--- src/ic4_params.svh ---
// Purpose: Constants for the four-level interrupt controller.
// Assumes: Included by the controller module only.
// Notes: Offsets are register-port addresses; masks clear unused bits.
`ifndef IC4_PARAMS_SVH
`define IC4_PARAMS_SVH

// Source count and level count.
`define IC4_NUM_SRC 14
`define IC4_NUM_LVL 4

// Register addresses.
`define IC4_ADR_TIMER_EXT_CTRL 8'h88
`define IC4_ADR_PRIMARY_EN 8'hA8
`define IC4_ADR_EXTRA_EN 8'hAD
`define IC4_ADR_EXTRA_PRIO_LO 8'hAE
`define IC4_ADR_EXTRA_PRIO_HI 8'hAF
`define IC4_ADR_PRIMARY_PRIO_HI 8'hB7
`define IC4_ADR_PRIMARY_PRIO_LO 8'hB8
`define IC4_ADR_EXT23_CTRL 8'hC0

// Reset value of every register and writable-bit masks.
`define IC4_REG_RST 8'h00
`define IC4_MASK_PRIMARY_EN 8'hBF
`define IC4_MASK_PRIMARY_LO 8'h3F
`define IC4_MASK_EXTRA 8'h3F
`define IC4_MASK_TIMER_EXT 8'hAF

// Field positions.
`define IC4_GLOBAL_GATE_BIT 7
`define IC4_SRC_FIELD 5:0
`define IC4_TC_T1_OVF 7
`define IC4_TC_T0_OVF 5
`define IC4_TC_EXT1_REQ 3
`define IC4_TC_EXT1_TYPE 2
`define IC4_TC_EXT0_REQ 1
`define IC4_TC_EXT0_TYPE 0
`define IC4_XC_EXT3_LO 7
`define IC4_XC_EXT3_EN 6
`define IC4_XC_EXT3_REQ 5
`define IC4_XC_EXT3_TYPE 4
`define IC4_XC_EXT2_LO 3
`define IC4_XC_EXT2_EN 2
`define IC4_XC_EXT2_REQ 1
`define IC4_XC_EXT2_TYPE 0

// Source numbers whose flags live here.
`define IC4_SRC_EXT0 4'h0
`define IC4_SRC_T0 4'h1
`define IC4_SRC_EXT1 4'h2
`define IC4_SRC_T1 4'h3
`define IC4_SRC_EXT2 4'h6
`define IC4_SRC_EXT3 4'h7

// Vector base and spacing as a shift.
`define IC4_VEC_BASE 16'h0003
`define IC4_VEC_SHIFT 3
// Idle level of the active-low pins.
`define IC4_PIN_IDLE 4'hF

`endif

--- src/ic4_pkg.sv ---
// Purpose: Types shared by the four-level interrupt controller.
// Assumes: Constants come from ic4_params.svh.
// Notes: Widths are fixed at the documented values.
`default_nettype none
package ic4_pkg;
    typedef logic [1:0] ic4_lvl_t;

    // Register port request from software.
    typedef struct packed {
        logic [7:0] addr;
        logic [7:0] wdata;
        logic wr;
        logic rd;
    } ic4_req_s;

    // Vector handed to the core.
    typedef struct packed {
        logic valid;
        logic [3:0] src;
        ic4_lvl_t lvl;
        logic [15:0] addr;
    } ic4_vec_s;

    // Whole state of the controller.
    typedef struct packed {
        logic [7:0] tmr_ext_ctl;
        logic [7:0] pri_en;
        logic [7:0] pri_lo;
        logic [7:0] pri_hi;
        logic [7:0] xtr_en;
        logic [7:0] xtr_lo;
        logic [7:0] xtr_hi;
        logic [7:0] ext23_ctl;
        logic [7:0] rdata;
        logic [3:0] pin;
        logic [13:0] pend;
        logic blk;
        logic [3:0] act;
        ic4_vec_s vec;
    } ic4_state_s;
endpackage
`default_nettype wire
--- src/ic4_ctrl.sv ---
// Purpose: Fourteen-source, four-level interrupt controller for an 8-bit core.
// Assumes: All inputs synchronous to CLK_I; core marks instruction ends and returns.
// Notes: Peripheral flags other than timer 0/1 and the external pins live outside.
//
// Strobed register access was chosen for this implementation.
`timescale 1ns/1ns
`default_nettype none
`include "ic4_params.svh"

// Behaviour
// RULE1 - Fourteen sources, four priority levels.
// RULE2 - Request needs own enable and global gate.
// RULE3 - Software can set or clear flags; level-mode pin flags follow the pin instead.
// RULE4 - Global gate zero blocks every source.
// RULE5 - Level from high and low priority bits.
// RULE6 - Same level: fixed polling order wins.
// RULE7 - Vector is 0003H plus eight per source.
// RULE8 - Primary enable bit layout.
// RULE9 - Extra enable bit layout.
// RULE10 - Primary priority low/high bit layout.
// RULE11 - Extra priority low/high bit layout.
// RULE12 - Pins 2/3 control register layout.
// RULE13 - Pins 2/3 type: one edge, zero level.
// RULE14 - Pins 0/1 type: falling edge or low.
// RULE15 - Hardware sets flags; clears edge ones on vector.
// RULE16 - Bit pair encodes level 0 to 3.
// RULE17 - Preempt only strictly higher levels.
// RULE18 - One instruction after return or write.
// RULE19 - Keep stack of levels in service.
// RULE20 - Enables, priorities, types reset to zero.
// RULE21 - Core marks instruction ends and returns.
module ic4_ctrl (
    input wire logic CLK_I,
    input wire logic SYS_RST_I,
    input wire ic4_pkg::ic4_req_s REG_REQ_I,
    output logic [7:0] RDATA_O,
    input wire logic [3:0] EXT_N_I,
    input wire logic T0_OVF_I,
    input wire logic T1_OVF_I,
    input wire logic [7:0] PERI_REQ_I,
    input wire logic INSTR_END_I,
    input wire logic RETURN_FROM_INTERRUPT_I,
    output logic VEC_VALID_O,
    output logic [3:0] VEC_SRC_O,
    output logic [15:0] VEC_ADDR_O
);
    import ic4_pkg::*;

    ic4_state_s s_q;
    ic4_state_s s_d;
    logic [13:0] src_flag;
    logic [13:0] src_en;
    logic [13:0] src_lo;
    logic [13:0] src_hi;
    ic4_lvl_t src_lvl [0:13];
    logic [3:0] fall;
    logic reg_hit;
    logic [3:0] win_src;
    ic4_lvl_t win_lvl;
    logic win_found;
    ic4_lvl_t cur_lvl;
    logic cur_any;
    logic take;

    // Per-source views of flags, enables and priority bits, index 0 is the
    // highest polling priority and index 13 the lowest.
    assign src_flag = {PERI_REQ_I[7:2], s_q.ext23_ctl[`IC4_XC_EXT3_REQ],
                       s_q.ext23_ctl[`IC4_XC_EXT2_REQ], PERI_REQ_I[1:0],
                       s_q.tmr_ext_ctl[`IC4_TC_T1_OVF], s_q.tmr_ext_ctl[`IC4_TC_EXT1_REQ],
                       s_q.tmr_ext_ctl[`IC4_TC_T0_OVF],
                       s_q.tmr_ext_ctl[`IC4_TC_EXT0_REQ]}; // RULE1
    assign src_en = {s_q.xtr_en[`IC4_SRC_FIELD], s_q.ext23_ctl[`IC4_XC_EXT3_EN],
                     s_q.ext23_ctl[`IC4_XC_EXT2_EN], s_q.pri_en[`IC4_SRC_FIELD]}; // RULE8
    assign src_lo = {s_q.xtr_lo[`IC4_SRC_FIELD], s_q.ext23_ctl[`IC4_XC_EXT3_LO],
                     s_q.ext23_ctl[`IC4_XC_EXT2_LO], s_q.pri_lo[`IC4_SRC_FIELD]}; // RULE10
    assign src_hi = {s_q.xtr_hi[`IC4_SRC_FIELD], s_q.pri_hi}; // RULE11

    // Level per source: high bit over low bit gives levels 0 to 3.
    always_comb begin
        for (int i = 0; i < `IC4_NUM_SRC; i++) begin
            src_lvl[i] = {src_hi[i], src_lo[i]}; // RULE5 RULE16
        end
    end

    // Falling edges seen against the previous pin sample.
    assign fall = s_q.pin & ~EXT_N_I;

    // Any write to a register of this block holds off vectoring.
    always_comb begin
        reg_hit = 1'b0;
        if (REG_REQ_I.addr == `IC4_ADR_TIMER_EXT_CTRL) begin
            reg_hit = REG_REQ_I.wr;
        end else if (REG_REQ_I.addr == `IC4_ADR_PRIMARY_EN) begin
            reg_hit = REG_REQ_I.wr;
        end else if (REG_REQ_I.addr == `IC4_ADR_EXTRA_EN) begin
            reg_hit = REG_REQ_I.wr;
        end else if (REG_REQ_I.addr == `IC4_ADR_EXTRA_PRIO_LO) begin
            reg_hit = REG_REQ_I.wr;
        end else if (REG_REQ_I.addr == `IC4_ADR_EXTRA_PRIO_HI) begin
            reg_hit = REG_REQ_I.wr;
        end else if (REG_REQ_I.addr == `IC4_ADR_PRIMARY_PRIO_HI) begin
            reg_hit = REG_REQ_I.wr;
        end else if (REG_REQ_I.addr == `IC4_ADR_PRIMARY_PRIO_LO) begin
            reg_hit = REG_REQ_I.wr;
        end else if (REG_REQ_I.addr == `IC4_ADR_EXT23_CTRL) begin
            reg_hit = REG_REQ_I.wr;
        end
    end

    // Poll the sampled requests: the highest level wins, and within a level
    // the lowest source number, because the later match overwrites.
    always_comb begin
        win_src = 4'h0;
        win_lvl = 2'h0;
        win_found = 1'b0;
        for (int lv = 0; lv < `IC4_NUM_LVL; lv++) begin
            for (int i = `IC4_NUM_SRC - 1; i >= 0; i--) begin
                if (s_q.pend[i] && (src_lvl[i] == ic4_lvl_t'(lv))) begin
                    win_src = 4'(i); // RULE6
                    win_lvl = ic4_lvl_t'(lv); // RULE17
                    win_found = 1'b1;
                end
            end
        end
    end

    // Highest level now in service.
    always_comb begin
        cur_lvl = 2'h0;
        cur_any = |s_q.act;
        for (int lv = 0; lv < `IC4_NUM_LVL; lv++) begin
            if (s_q.act[lv]) begin
                cur_lvl = ic4_lvl_t'(lv); // RULE19
            end
        end
    end

    // Vector only at an instruction end, never right after a blocker, and
    // only over a strictly lower level in service.
    assign take = INSTR_END_I && win_found && !s_q.blk && !reg_hit && !RETURN_FROM_INTERRUPT_I
                  && (!cur_any || (win_lvl > cur_lvl)); // RULE17 RULE18 RULE21

    // Next-state logic. Order inside: hardware clear on vector, then the
    // software write, then hardware sets, so a set in the clearing cycle wins.
    always_comb begin
        s_d = s_q;
        s_d.pin = EXT_N_I;
        s_d.rdata = 8'h00;
        s_d.vec.valid = take;

        // Marks the instruction in progress as a blocker until it ends.
        if (INSTR_END_I) begin
            s_d.blk = 1'b0; // RULE18
        end else if (reg_hit || RETURN_FROM_INTERRUPT_I) begin
            s_d.blk = 1'b1; // RULE18
        end

        // Return pops the top level; vectoring pushes the winner's level.
        if (RETURN_FROM_INTERRUPT_I) begin
            for (int lv = 0; lv < `IC4_NUM_LVL; lv++) begin
                if (s_q.act[lv] && ((s_q.act >> (lv + 1)) == 4'h0)) begin
                    s_d.act[lv] = 1'b0; // RULE19
                end
            end
        end
        if (take) begin
            s_d.act[win_lvl] = 1'b1; // RULE19
            s_d.vec.src = win_src;
            s_d.vec.lvl = win_lvl;
            s_d.vec.addr = `IC4_VEC_BASE + (16'(win_src) << `IC4_VEC_SHIFT); // RULE7
        end

        // Hardware clear on vectoring: timer flags always, pins only if edge.
        if (take) begin
            if (win_src == `IC4_SRC_T0) begin
                s_d.tmr_ext_ctl[`IC4_TC_T0_OVF] = 1'b0;
            end
            if (win_src == `IC4_SRC_T1) begin
                s_d.tmr_ext_ctl[`IC4_TC_T1_OVF] = 1'b0;
            end
            if ((win_src == `IC4_SRC_EXT0) && s_q.tmr_ext_ctl[`IC4_TC_EXT0_TYPE]) begin
                s_d.tmr_ext_ctl[`IC4_TC_EXT0_REQ] = 1'b0; // RULE15
            end
            if ((win_src == `IC4_SRC_EXT1) && s_q.tmr_ext_ctl[`IC4_TC_EXT1_TYPE]) begin
                s_d.tmr_ext_ctl[`IC4_TC_EXT1_REQ] = 1'b0; // RULE15
            end
            if ((win_src == `IC4_SRC_EXT2) && s_q.ext23_ctl[`IC4_XC_EXT2_TYPE]) begin
                s_d.ext23_ctl[`IC4_XC_EXT2_REQ] = 1'b0; // RULE15
            end
            if ((win_src == `IC4_SRC_EXT3) && s_q.ext23_ctl[`IC4_XC_EXT3_TYPE]) begin
                s_d.ext23_ctl[`IC4_XC_EXT3_REQ] = 1'b0; // RULE15
            end
        end

        // Software writes; unused bits stay zero.
        if (REG_REQ_I.wr) begin
            if (REG_REQ_I.addr == `IC4_ADR_TIMER_EXT_CTRL) begin
                s_d.tmr_ext_ctl = REG_REQ_I.wdata & `IC4_MASK_TIMER_EXT; // RULE3
            end else if (REG_REQ_I.addr == `IC4_ADR_PRIMARY_EN) begin
                s_d.pri_en = REG_REQ_I.wdata & `IC4_MASK_PRIMARY_EN; // RULE8
            end else if (REG_REQ_I.addr == `IC4_ADR_EXTRA_EN) begin
                s_d.xtr_en = REG_REQ_I.wdata & `IC4_MASK_EXTRA; // RULE9
            end else if (REG_REQ_I.addr == `IC4_ADR_EXTRA_PRIO_LO) begin
                s_d.xtr_lo = REG_REQ_I.wdata & `IC4_MASK_EXTRA; // RULE11
            end else if (REG_REQ_I.addr == `IC4_ADR_EXTRA_PRIO_HI) begin
                s_d.xtr_hi = REG_REQ_I.wdata & `IC4_MASK_EXTRA; // RULE11
            end else if (REG_REQ_I.addr == `IC4_ADR_PRIMARY_PRIO_HI) begin
                s_d.pri_hi = REG_REQ_I.wdata; // RULE10
            end else if (REG_REQ_I.addr == `IC4_ADR_PRIMARY_PRIO_LO) begin
                s_d.pri_lo = REG_REQ_I.wdata & `IC4_MASK_PRIMARY_LO; // RULE10
            end else if (REG_REQ_I.addr == `IC4_ADR_EXT23_CTRL) begin
                s_d.ext23_ctl = REG_REQ_I.wdata; // RULE12 RULE3
            end
        end

        // Hardware sets: timer overflow pulses and falling edges.
        if (T0_OVF_I) begin
            s_d.tmr_ext_ctl[`IC4_TC_T0_OVF] = 1'b1;
        end
        if (T1_OVF_I) begin
            s_d.tmr_ext_ctl[`IC4_TC_T1_OVF] = 1'b1;
        end
        if (s_q.tmr_ext_ctl[`IC4_TC_EXT0_TYPE] && fall[0]) begin
            s_d.tmr_ext_ctl[`IC4_TC_EXT0_REQ] = 1'b1; // RULE14 RULE15
        end
        if (s_q.tmr_ext_ctl[`IC4_TC_EXT1_TYPE] && fall[1]) begin
            s_d.tmr_ext_ctl[`IC4_TC_EXT1_REQ] = 1'b1; // RULE14 RULE15
        end
        if (s_q.ext23_ctl[`IC4_XC_EXT2_TYPE] && fall[2]) begin
            s_d.ext23_ctl[`IC4_XC_EXT2_REQ] = 1'b1; // RULE13
        end
        if (s_q.ext23_ctl[`IC4_XC_EXT3_TYPE] && fall[3]) begin
            s_d.ext23_ctl[`IC4_XC_EXT3_REQ] = 1'b1; // RULE13
        end

        // Level mode: the pin owns the flag, so a software write to it is
        // overridden in the same cycle. A missed level request is not kept.
        if (!s_q.tmr_ext_ctl[`IC4_TC_EXT0_TYPE]) begin
            s_d.tmr_ext_ctl[`IC4_TC_EXT0_REQ] = ~EXT_N_I[0]; // RULE14
        end
        if (!s_q.tmr_ext_ctl[`IC4_TC_EXT1_TYPE]) begin
            s_d.tmr_ext_ctl[`IC4_TC_EXT1_REQ] = ~EXT_N_I[1]; // RULE14
        end
        if (!s_q.ext23_ctl[`IC4_XC_EXT2_TYPE]) begin
            s_d.ext23_ctl[`IC4_XC_EXT2_REQ] = ~EXT_N_I[2]; // RULE13
        end
        if (!s_q.ext23_ctl[`IC4_XC_EXT3_TYPE]) begin
            s_d.ext23_ctl[`IC4_XC_EXT3_REQ] = ~EXT_N_I[3]; // RULE13
        end

        // Sample gated requests; they are polled in the following cycle.
        s_d.pend = src_flag & src_en
                   & {`IC4_NUM_SRC{s_q.pri_en[`IC4_GLOBAL_GATE_BIT]}}; // RULE2 RULE4

        // Read data, valid in the cycle after the strobe only.
        if (REG_REQ_I.rd) begin
            if (REG_REQ_I.addr == `IC4_ADR_TIMER_EXT_CTRL) begin
                s_d.rdata = s_q.tmr_ext_ctl;
            end else if (REG_REQ_I.addr == `IC4_ADR_PRIMARY_EN) begin
                s_d.rdata = s_q.pri_en;
            end else if (REG_REQ_I.addr == `IC4_ADR_EXTRA_EN) begin
                s_d.rdata = s_q.xtr_en;
            end else if (REG_REQ_I.addr == `IC4_ADR_EXTRA_PRIO_LO) begin
                s_d.rdata = s_q.xtr_lo;
            end else if (REG_REQ_I.addr == `IC4_ADR_EXTRA_PRIO_HI) begin
                s_d.rdata = s_q.xtr_hi;
            end else if (REG_REQ_I.addr == `IC4_ADR_PRIMARY_PRIO_HI) begin
                s_d.rdata = s_q.pri_hi;
            end else if (REG_REQ_I.addr == `IC4_ADR_PRIMARY_PRIO_LO) begin
                s_d.rdata = s_q.pri_lo;
            end else if (REG_REQ_I.addr == `IC4_ADR_EXT23_CTRL) begin
                s_d.rdata = s_q.ext23_ctl;
            end
        end
    end

    // State register; everything resets to zero, pins to their idle level.
    always_ff @(posedge CLK_I or posedge SYS_RST_I) begin
        if (SYS_RST_I) begin
            s_q <= '0; // RULE20
            s_q.pin <= `IC4_PIN_IDLE;
        end else begin
            s_q <= s_d;
        end
    end

    // Outputs straight from the state register.
    assign RDATA_O = s_q.rdata;
    assign VEC_VALID_O = s_q.vec.valid;
    assign VEC_SRC_O = s_q.vec.src;
    assign VEC_ADDR_O = s_q.vec.addr;
endmodule // ic4_ctrl
`default_nettype wire

--- config.mk ---
export PLATFORM = sky130hd
export DESIGN_NAME = ic4_ctrl
export DESIGN_NICKNAME = d
export VERILOG_FILES = /design/src/ic4_pkg.sv /design/src/ic4_ctrl.sv
export VERILOG_INCLUDE_DIRS = /design/src
export SDC_FILE = /design/constraint.sdc
export NUM_CORES = 1
export LEC_CHECK = 0
export BUFFER_PORTS_ARGS = -buffer_cell sky130_fd_sc_hd__buf_4
export CORE_ASPECT_RATIO = 0.75
export CORE_MARGIN = 2
export CORE_UTILIZATION = 50
export DETAILED_ROUTE_END_ITERATION = 8
export PLACE_DENSITY = 0.81
export SETUP_SLACK_MARGIN = 0.2
export SYNTH_ARGS = -nofsm -noshare
export SYNTH_HDL_FRONTEND = slang
export SYNTH_SLANG_ARGS = --single-unit
export TNS_END_PERCENT = 10
--- constraint.sdc ---
create_clock -name CLK_I -period 4.2 [get_ports CLK_I]
set_input_delay 0.42 -clock CLK_I [delete_from_list [all_inputs] [get_ports CLK_I]]
set_output_delay 0.42 -clock CLK_I [all_outputs]
set_load 0.05 [all_outputs]
**Yosys cells after proc, flatten, opt, wreduce, memory -nomap -nowiden**

Cells that the tools add are included.

- Flip-flop bits (word level): 105
- Logic and storage cells: 425

- Add/subtract/negate cells: 1
- Bitwise operators: 16
- Muxes and demuxes: 225
- Reduce and logical (&&, ||, !) cells: 107
- $lt $le $gt $ge: 3
- Eq/ne operators: 55

Operators with widths:

| operator | count |
|---|---|
| $mux 4 | 58 |
| $mux 8 | 16 |
| $mux 1 | 94 |
| $mux 2 | 43 |
| $logic_and 1x1->1 | 73 |
| $eq 8x8->1 const B | 8 |
| $mux 64 | 1 |
| $eq 2x2->1 const B | 28 |
| $mux 14 | 4 |
| $mux 56 | 1 |
| $mux 46 | 1 |
| $mux 6 | 5 |
| $and 14x14->14 | 2 |
| $eq 2x1->1 const B | 14 |
| $logic_not 2->1 | 14 |
| $mux 22 | 1 |
| $logic_not 4->1 | 4 |
| $not 1->1 | 11 |
| $reduce_and 9->1 | 1 |
| $add 2x7->8 const A | 1 |
| $eq 4x2->1 const B | 2 |
| $eq 4x3->1 const B | 2 |
| $reduce_and 8->1 | 1 |
| $reduce_and 7->1 | 1 |
| other kinds (17) | 21 |

**Logic depth before layout (Yosys ltp)**

- Depth after elaboration: 75
- Mapped depth: 16
- Depth with buffers taken out: 14

**Least setup slack after synthesis**

Ideal clock, no wire load.

- Kind: flip-flop to flip-flop
- Start: reg s_q[90] (netlist name)
- End: reg s_q[111] (netlist name)
- Slack: 0.400 ns
- Data arrival time: 3.678 ns
- Stages on the path, launching flop included: 15
- Path through: dfrtp_1 > and3_2 > nor4_1 > and3_1 > clkbuf_1 > a21boi_0 > ha_1 > nand2_1 > o21ai_0 > o41ai_1 > nand4_1 > a41oi_2 > or4b_1 > or4b_1 > o22a_1

RTL lines:

| item | RTL line | RTL |
|---|---|---|
| start, declared | ic4_ctrl.sv:49 | `ic4_state_s s_q;` |

==> flow_summary.ini <==
[sta]
slew_headroom_pct = 27.2
layout_min_cycle_time_ns = 3.83
setup_violations = 0
drv_slew = 0
final_hold_viol_count = 0
fin_skew_ns = 0.00987
fmaxAchievable_ghz = 0.261
min_period_over_period_pct = 91.3
rsz0062_at_grt = yes
setup_tns_ns = 0
worst_slew_pin_slew_ns = 1.09

[setup_path]
cp_cell_sequence = and3b_1 -> nor4_2 -> nand4b_1 -> a21boi_0 -> ha_1 -> nand2_1 -> o21ai_0 -> o41ai_1 -> nand4_1 -> a41oi_2 -> or4b_4 -> or4b_1 -> o22a_1
cp-end-kind = flip-flop
crit_buf_inv = 0
critPathMaxFanout = 7
crit_required_ns = 4.43
critPathKind = flip-flop to flip-flop
worst_setup_path_start_kind = flip-flop
arrival_ns = 4.06
cp_num_cells = 13
ff2ff_path_depth = 13
critPathTopFamily = simple AND/OR/NAND/NOR gates
cpPeakStageDelay_ns = 0.52
crit_slowest_cell = or4b_1

[power]
p_sw_share_pct = 27.5
power_mw = 1.90
power_leakage_nw = 3.03
clockPowerShare_pct = 41.6
powerDensity_mw_per_mm2 = 309
combPwrFrac_pct = 9.0
internal_power_mw = 1.38
vdd_ir_drop_max_mv = 0.207
p_seq_share_pct = 49.4
p_switching_uw = 522

[worst_hold_path]
min_path_cells = 1
worst_hold_path_type = primary input to flip-flop

[finish]
drive_above_1_share_pct = 27.8
syn2layout_area_growth_pct = 13.9
stdcell_area_mm2 = 0.00616
antenna_cells = 0
nets = 627
fin_cells = 730

[cts]
cts-root-buf = clkbuf_16
ctsHtreeMaxLevel = 3
cts_max_path_buffers = 2
postCtsSetupBuffers = 0
cts_buffers = 9
cts_tree = yes
insertion_delay_ns = 0.35
path_clk_slew_ns = 0.07
cts_hold_buf = 0
cts_sinks = 90

[placed_design]
portBuffers = 54
place_congestion = 0.978
place_area_mm2 = 0.00581
dp.cells = 714
dp_hpwl_mm = 12.5

[global_route]
grt_max_degree = 64
grt-ovfl-total = 0
antenna_found_initial = 0
grt.total_usage_pct = 29.4
grt_pass1_wl_mm = 25.3
grt_pass1_vias = 4508

[synth]
synth_area_mm2 = 0.00541
yosysWarnings = 0
synthArstFlopShare_pct = 100
syn_area_per_cell_um2 = 9.88
synth_top_family_by_area = simple AND/OR/NAND/NOR gates
synth-simple-area-share_pct = 26.2
synth_most_common_cell = dfrtp_1
yosys-top-cells-count = dfrtp_1 (86), mux2_2 (49), nand2_1 (44)
synth_seq_area_share_pct = 41.8
synth_cell_type_count = 75
synth-xor-area-share_pct = 0
synth_cells = 547
synth_edf_count = 0
synth_seq_cells = 90
synth_compound_area_share_pct = 14.6
synth_top_cell_area_share_pct = 39.8
yosysTopAreaCell = dfrtp_1
synth_fa_ha_area_share_pct = 0.463
synthMuxAreaShare_pct = 11.1
yosys-top-cells-area = dfrtp_1 (40%), mux2_2 (10%), buf_4 (4.2%)
synthFlopType = dfrtp_1

[detailed_routing]
vias = 4697
ant_nets = 0
route.detailed.wl_per_inst_um = 22.4
post-route-drc-count = 0
viasPerCell = 6.43
drtIter0Drc = 443
routed_wl_mm = 16.3
dr.pass1.iters = 5

[status]
status = finished, final reports clean

[floorplan]
die_h_um = 94.0
core_mm2 = 0.0104
io_pins = 65
dieArea_mm2 = 0.0117
start_util_pct = 51.9
die_w_um = 124
rows = 32

[flow_run]
drv_cap = 0
-- state kept, by name (all words and copies together), names as in the netlist --
name / count
s_q: 76
RDATA_O: 8
VEC_SRC_O: 4
VEC_ADDR_O: 1
VEC_VALID_O: 1
-- worst reg2reg max path, cell delays in order, from the launching register on --
cell and delay [ns]:
dfrtp_1 0.45, and3b_1 0.24, nor4_2 0.44, nand4b_1 0.24, a21boi_0 0.22, ha_1 0.25, nand2_1 0.06, o21ai_0 0.07
o41ai_1 0.06, nand4_1 0.19, a41oi_2 0.23, or4b_4 0.51, or4b_1 0.52, o22a_1 0.21
-- layout make-up --
type                       instances  area [um2]
clock inverter                     6        60.1
sequential                        90        2260
timing repair buffer              63         473
fill                             889        4250
inverter                          12        46.3
clock buffer                      10         229
multi-input combinational        413        2920
tap                              136         170
-- power groups by stage --
| stage | logic [mW] | clock network, mW | registers, mW |
|---|---|---|---|
| 3_5_place_dp | 0.170 | 0 | 0.953 |
| 2_1_floorplan | 0.123 | 0 | 0.935 |
| 4_1_cts | 0.171 | 0.793 | 0.936 |
| 3_3_place_gp | 0.166 | 0 | 0.950 |
| 6_report | 0.171 | 0.790 | 0.939 |
| 5_1_grt | 0.185 | 0.830 | 0.943 |
-- path summary, 6_finish.rpt --
path / start / to / slack (ns)
max: s_q[70] / s_q[111] / 0.37
min: EXT_N_I[1] / s_q[43] / 0.19
max reg2reg: s_q[70] / s_q[111] / 0.37
min reg2reg: VEC_ADDR_O[1] / VEC_ADDR_O[1] / 0.50
max in group asynchronous: SYS_RST_I / s_q[42] / 2.86
min in group asynchronous: SYS_RST_I / s_q[82] / 0.31
-- stage by stage --
stage	utilization, %	setup slack [ns]	hold slack (ns)
after detailed placement	55.8	0.247	0.493
after CTS	58.6	0.226	0.188
after global placement	55.8	0.374	0.484
after floorplan	-	0.400	0.424
final	59.1	0.366	0.187
after global routing	59.1	0.159	0.178
-- kinds of logic (layout without fill, tap and decap cells) --
group                    count (synthesis)  after routing
AND/OR/NAND/NOR                        232            232
AO/OA/AOI/OAI                          115            115
adder cells (fa/ha/maj)                  2              2
multiplexers                            54             54
flip-flops                              90             90
other                                    1             10
buffers and inverters                   53             91
-- layout by cell type, fill, tap and decap left out, drive strengths merged, types with 5 or more instances in the layout --
cell type / count
and3: 25
o21ai: 30
nor4: 7
and3b: 14
inv: 14
nand2b: 10
nor3: 5
nor4b: 5
nor2: 32
a211oi: 8
nand4: 6
nor3b: 16
mux2i: 5
dfrtp: 86
conb: 10
nand3b: 15
mux2: 49
nor2b: 7
nand3: 17
nand2: 44
clkbuf: 10
a21oi: 23
buf: 63
a222oi: 5
-- timing repair --
item / in CTS / in global routing
hold endpoints to repair: 0 / 0
gates resized for setup: 0 / 13
endpoints found under the setup margin: 0 / 5
-- metal layers --
metal	global-route usage (%)	wire length [um]	up-vias
met5	0	0	-
met3	9.10	1550	31
li1	-	-	2108
met2	44.2	7330	242
met1	41.2	7120	2316
met4	7.96	337	0
No activity file was read; power rests on OpenSTA's default activity.
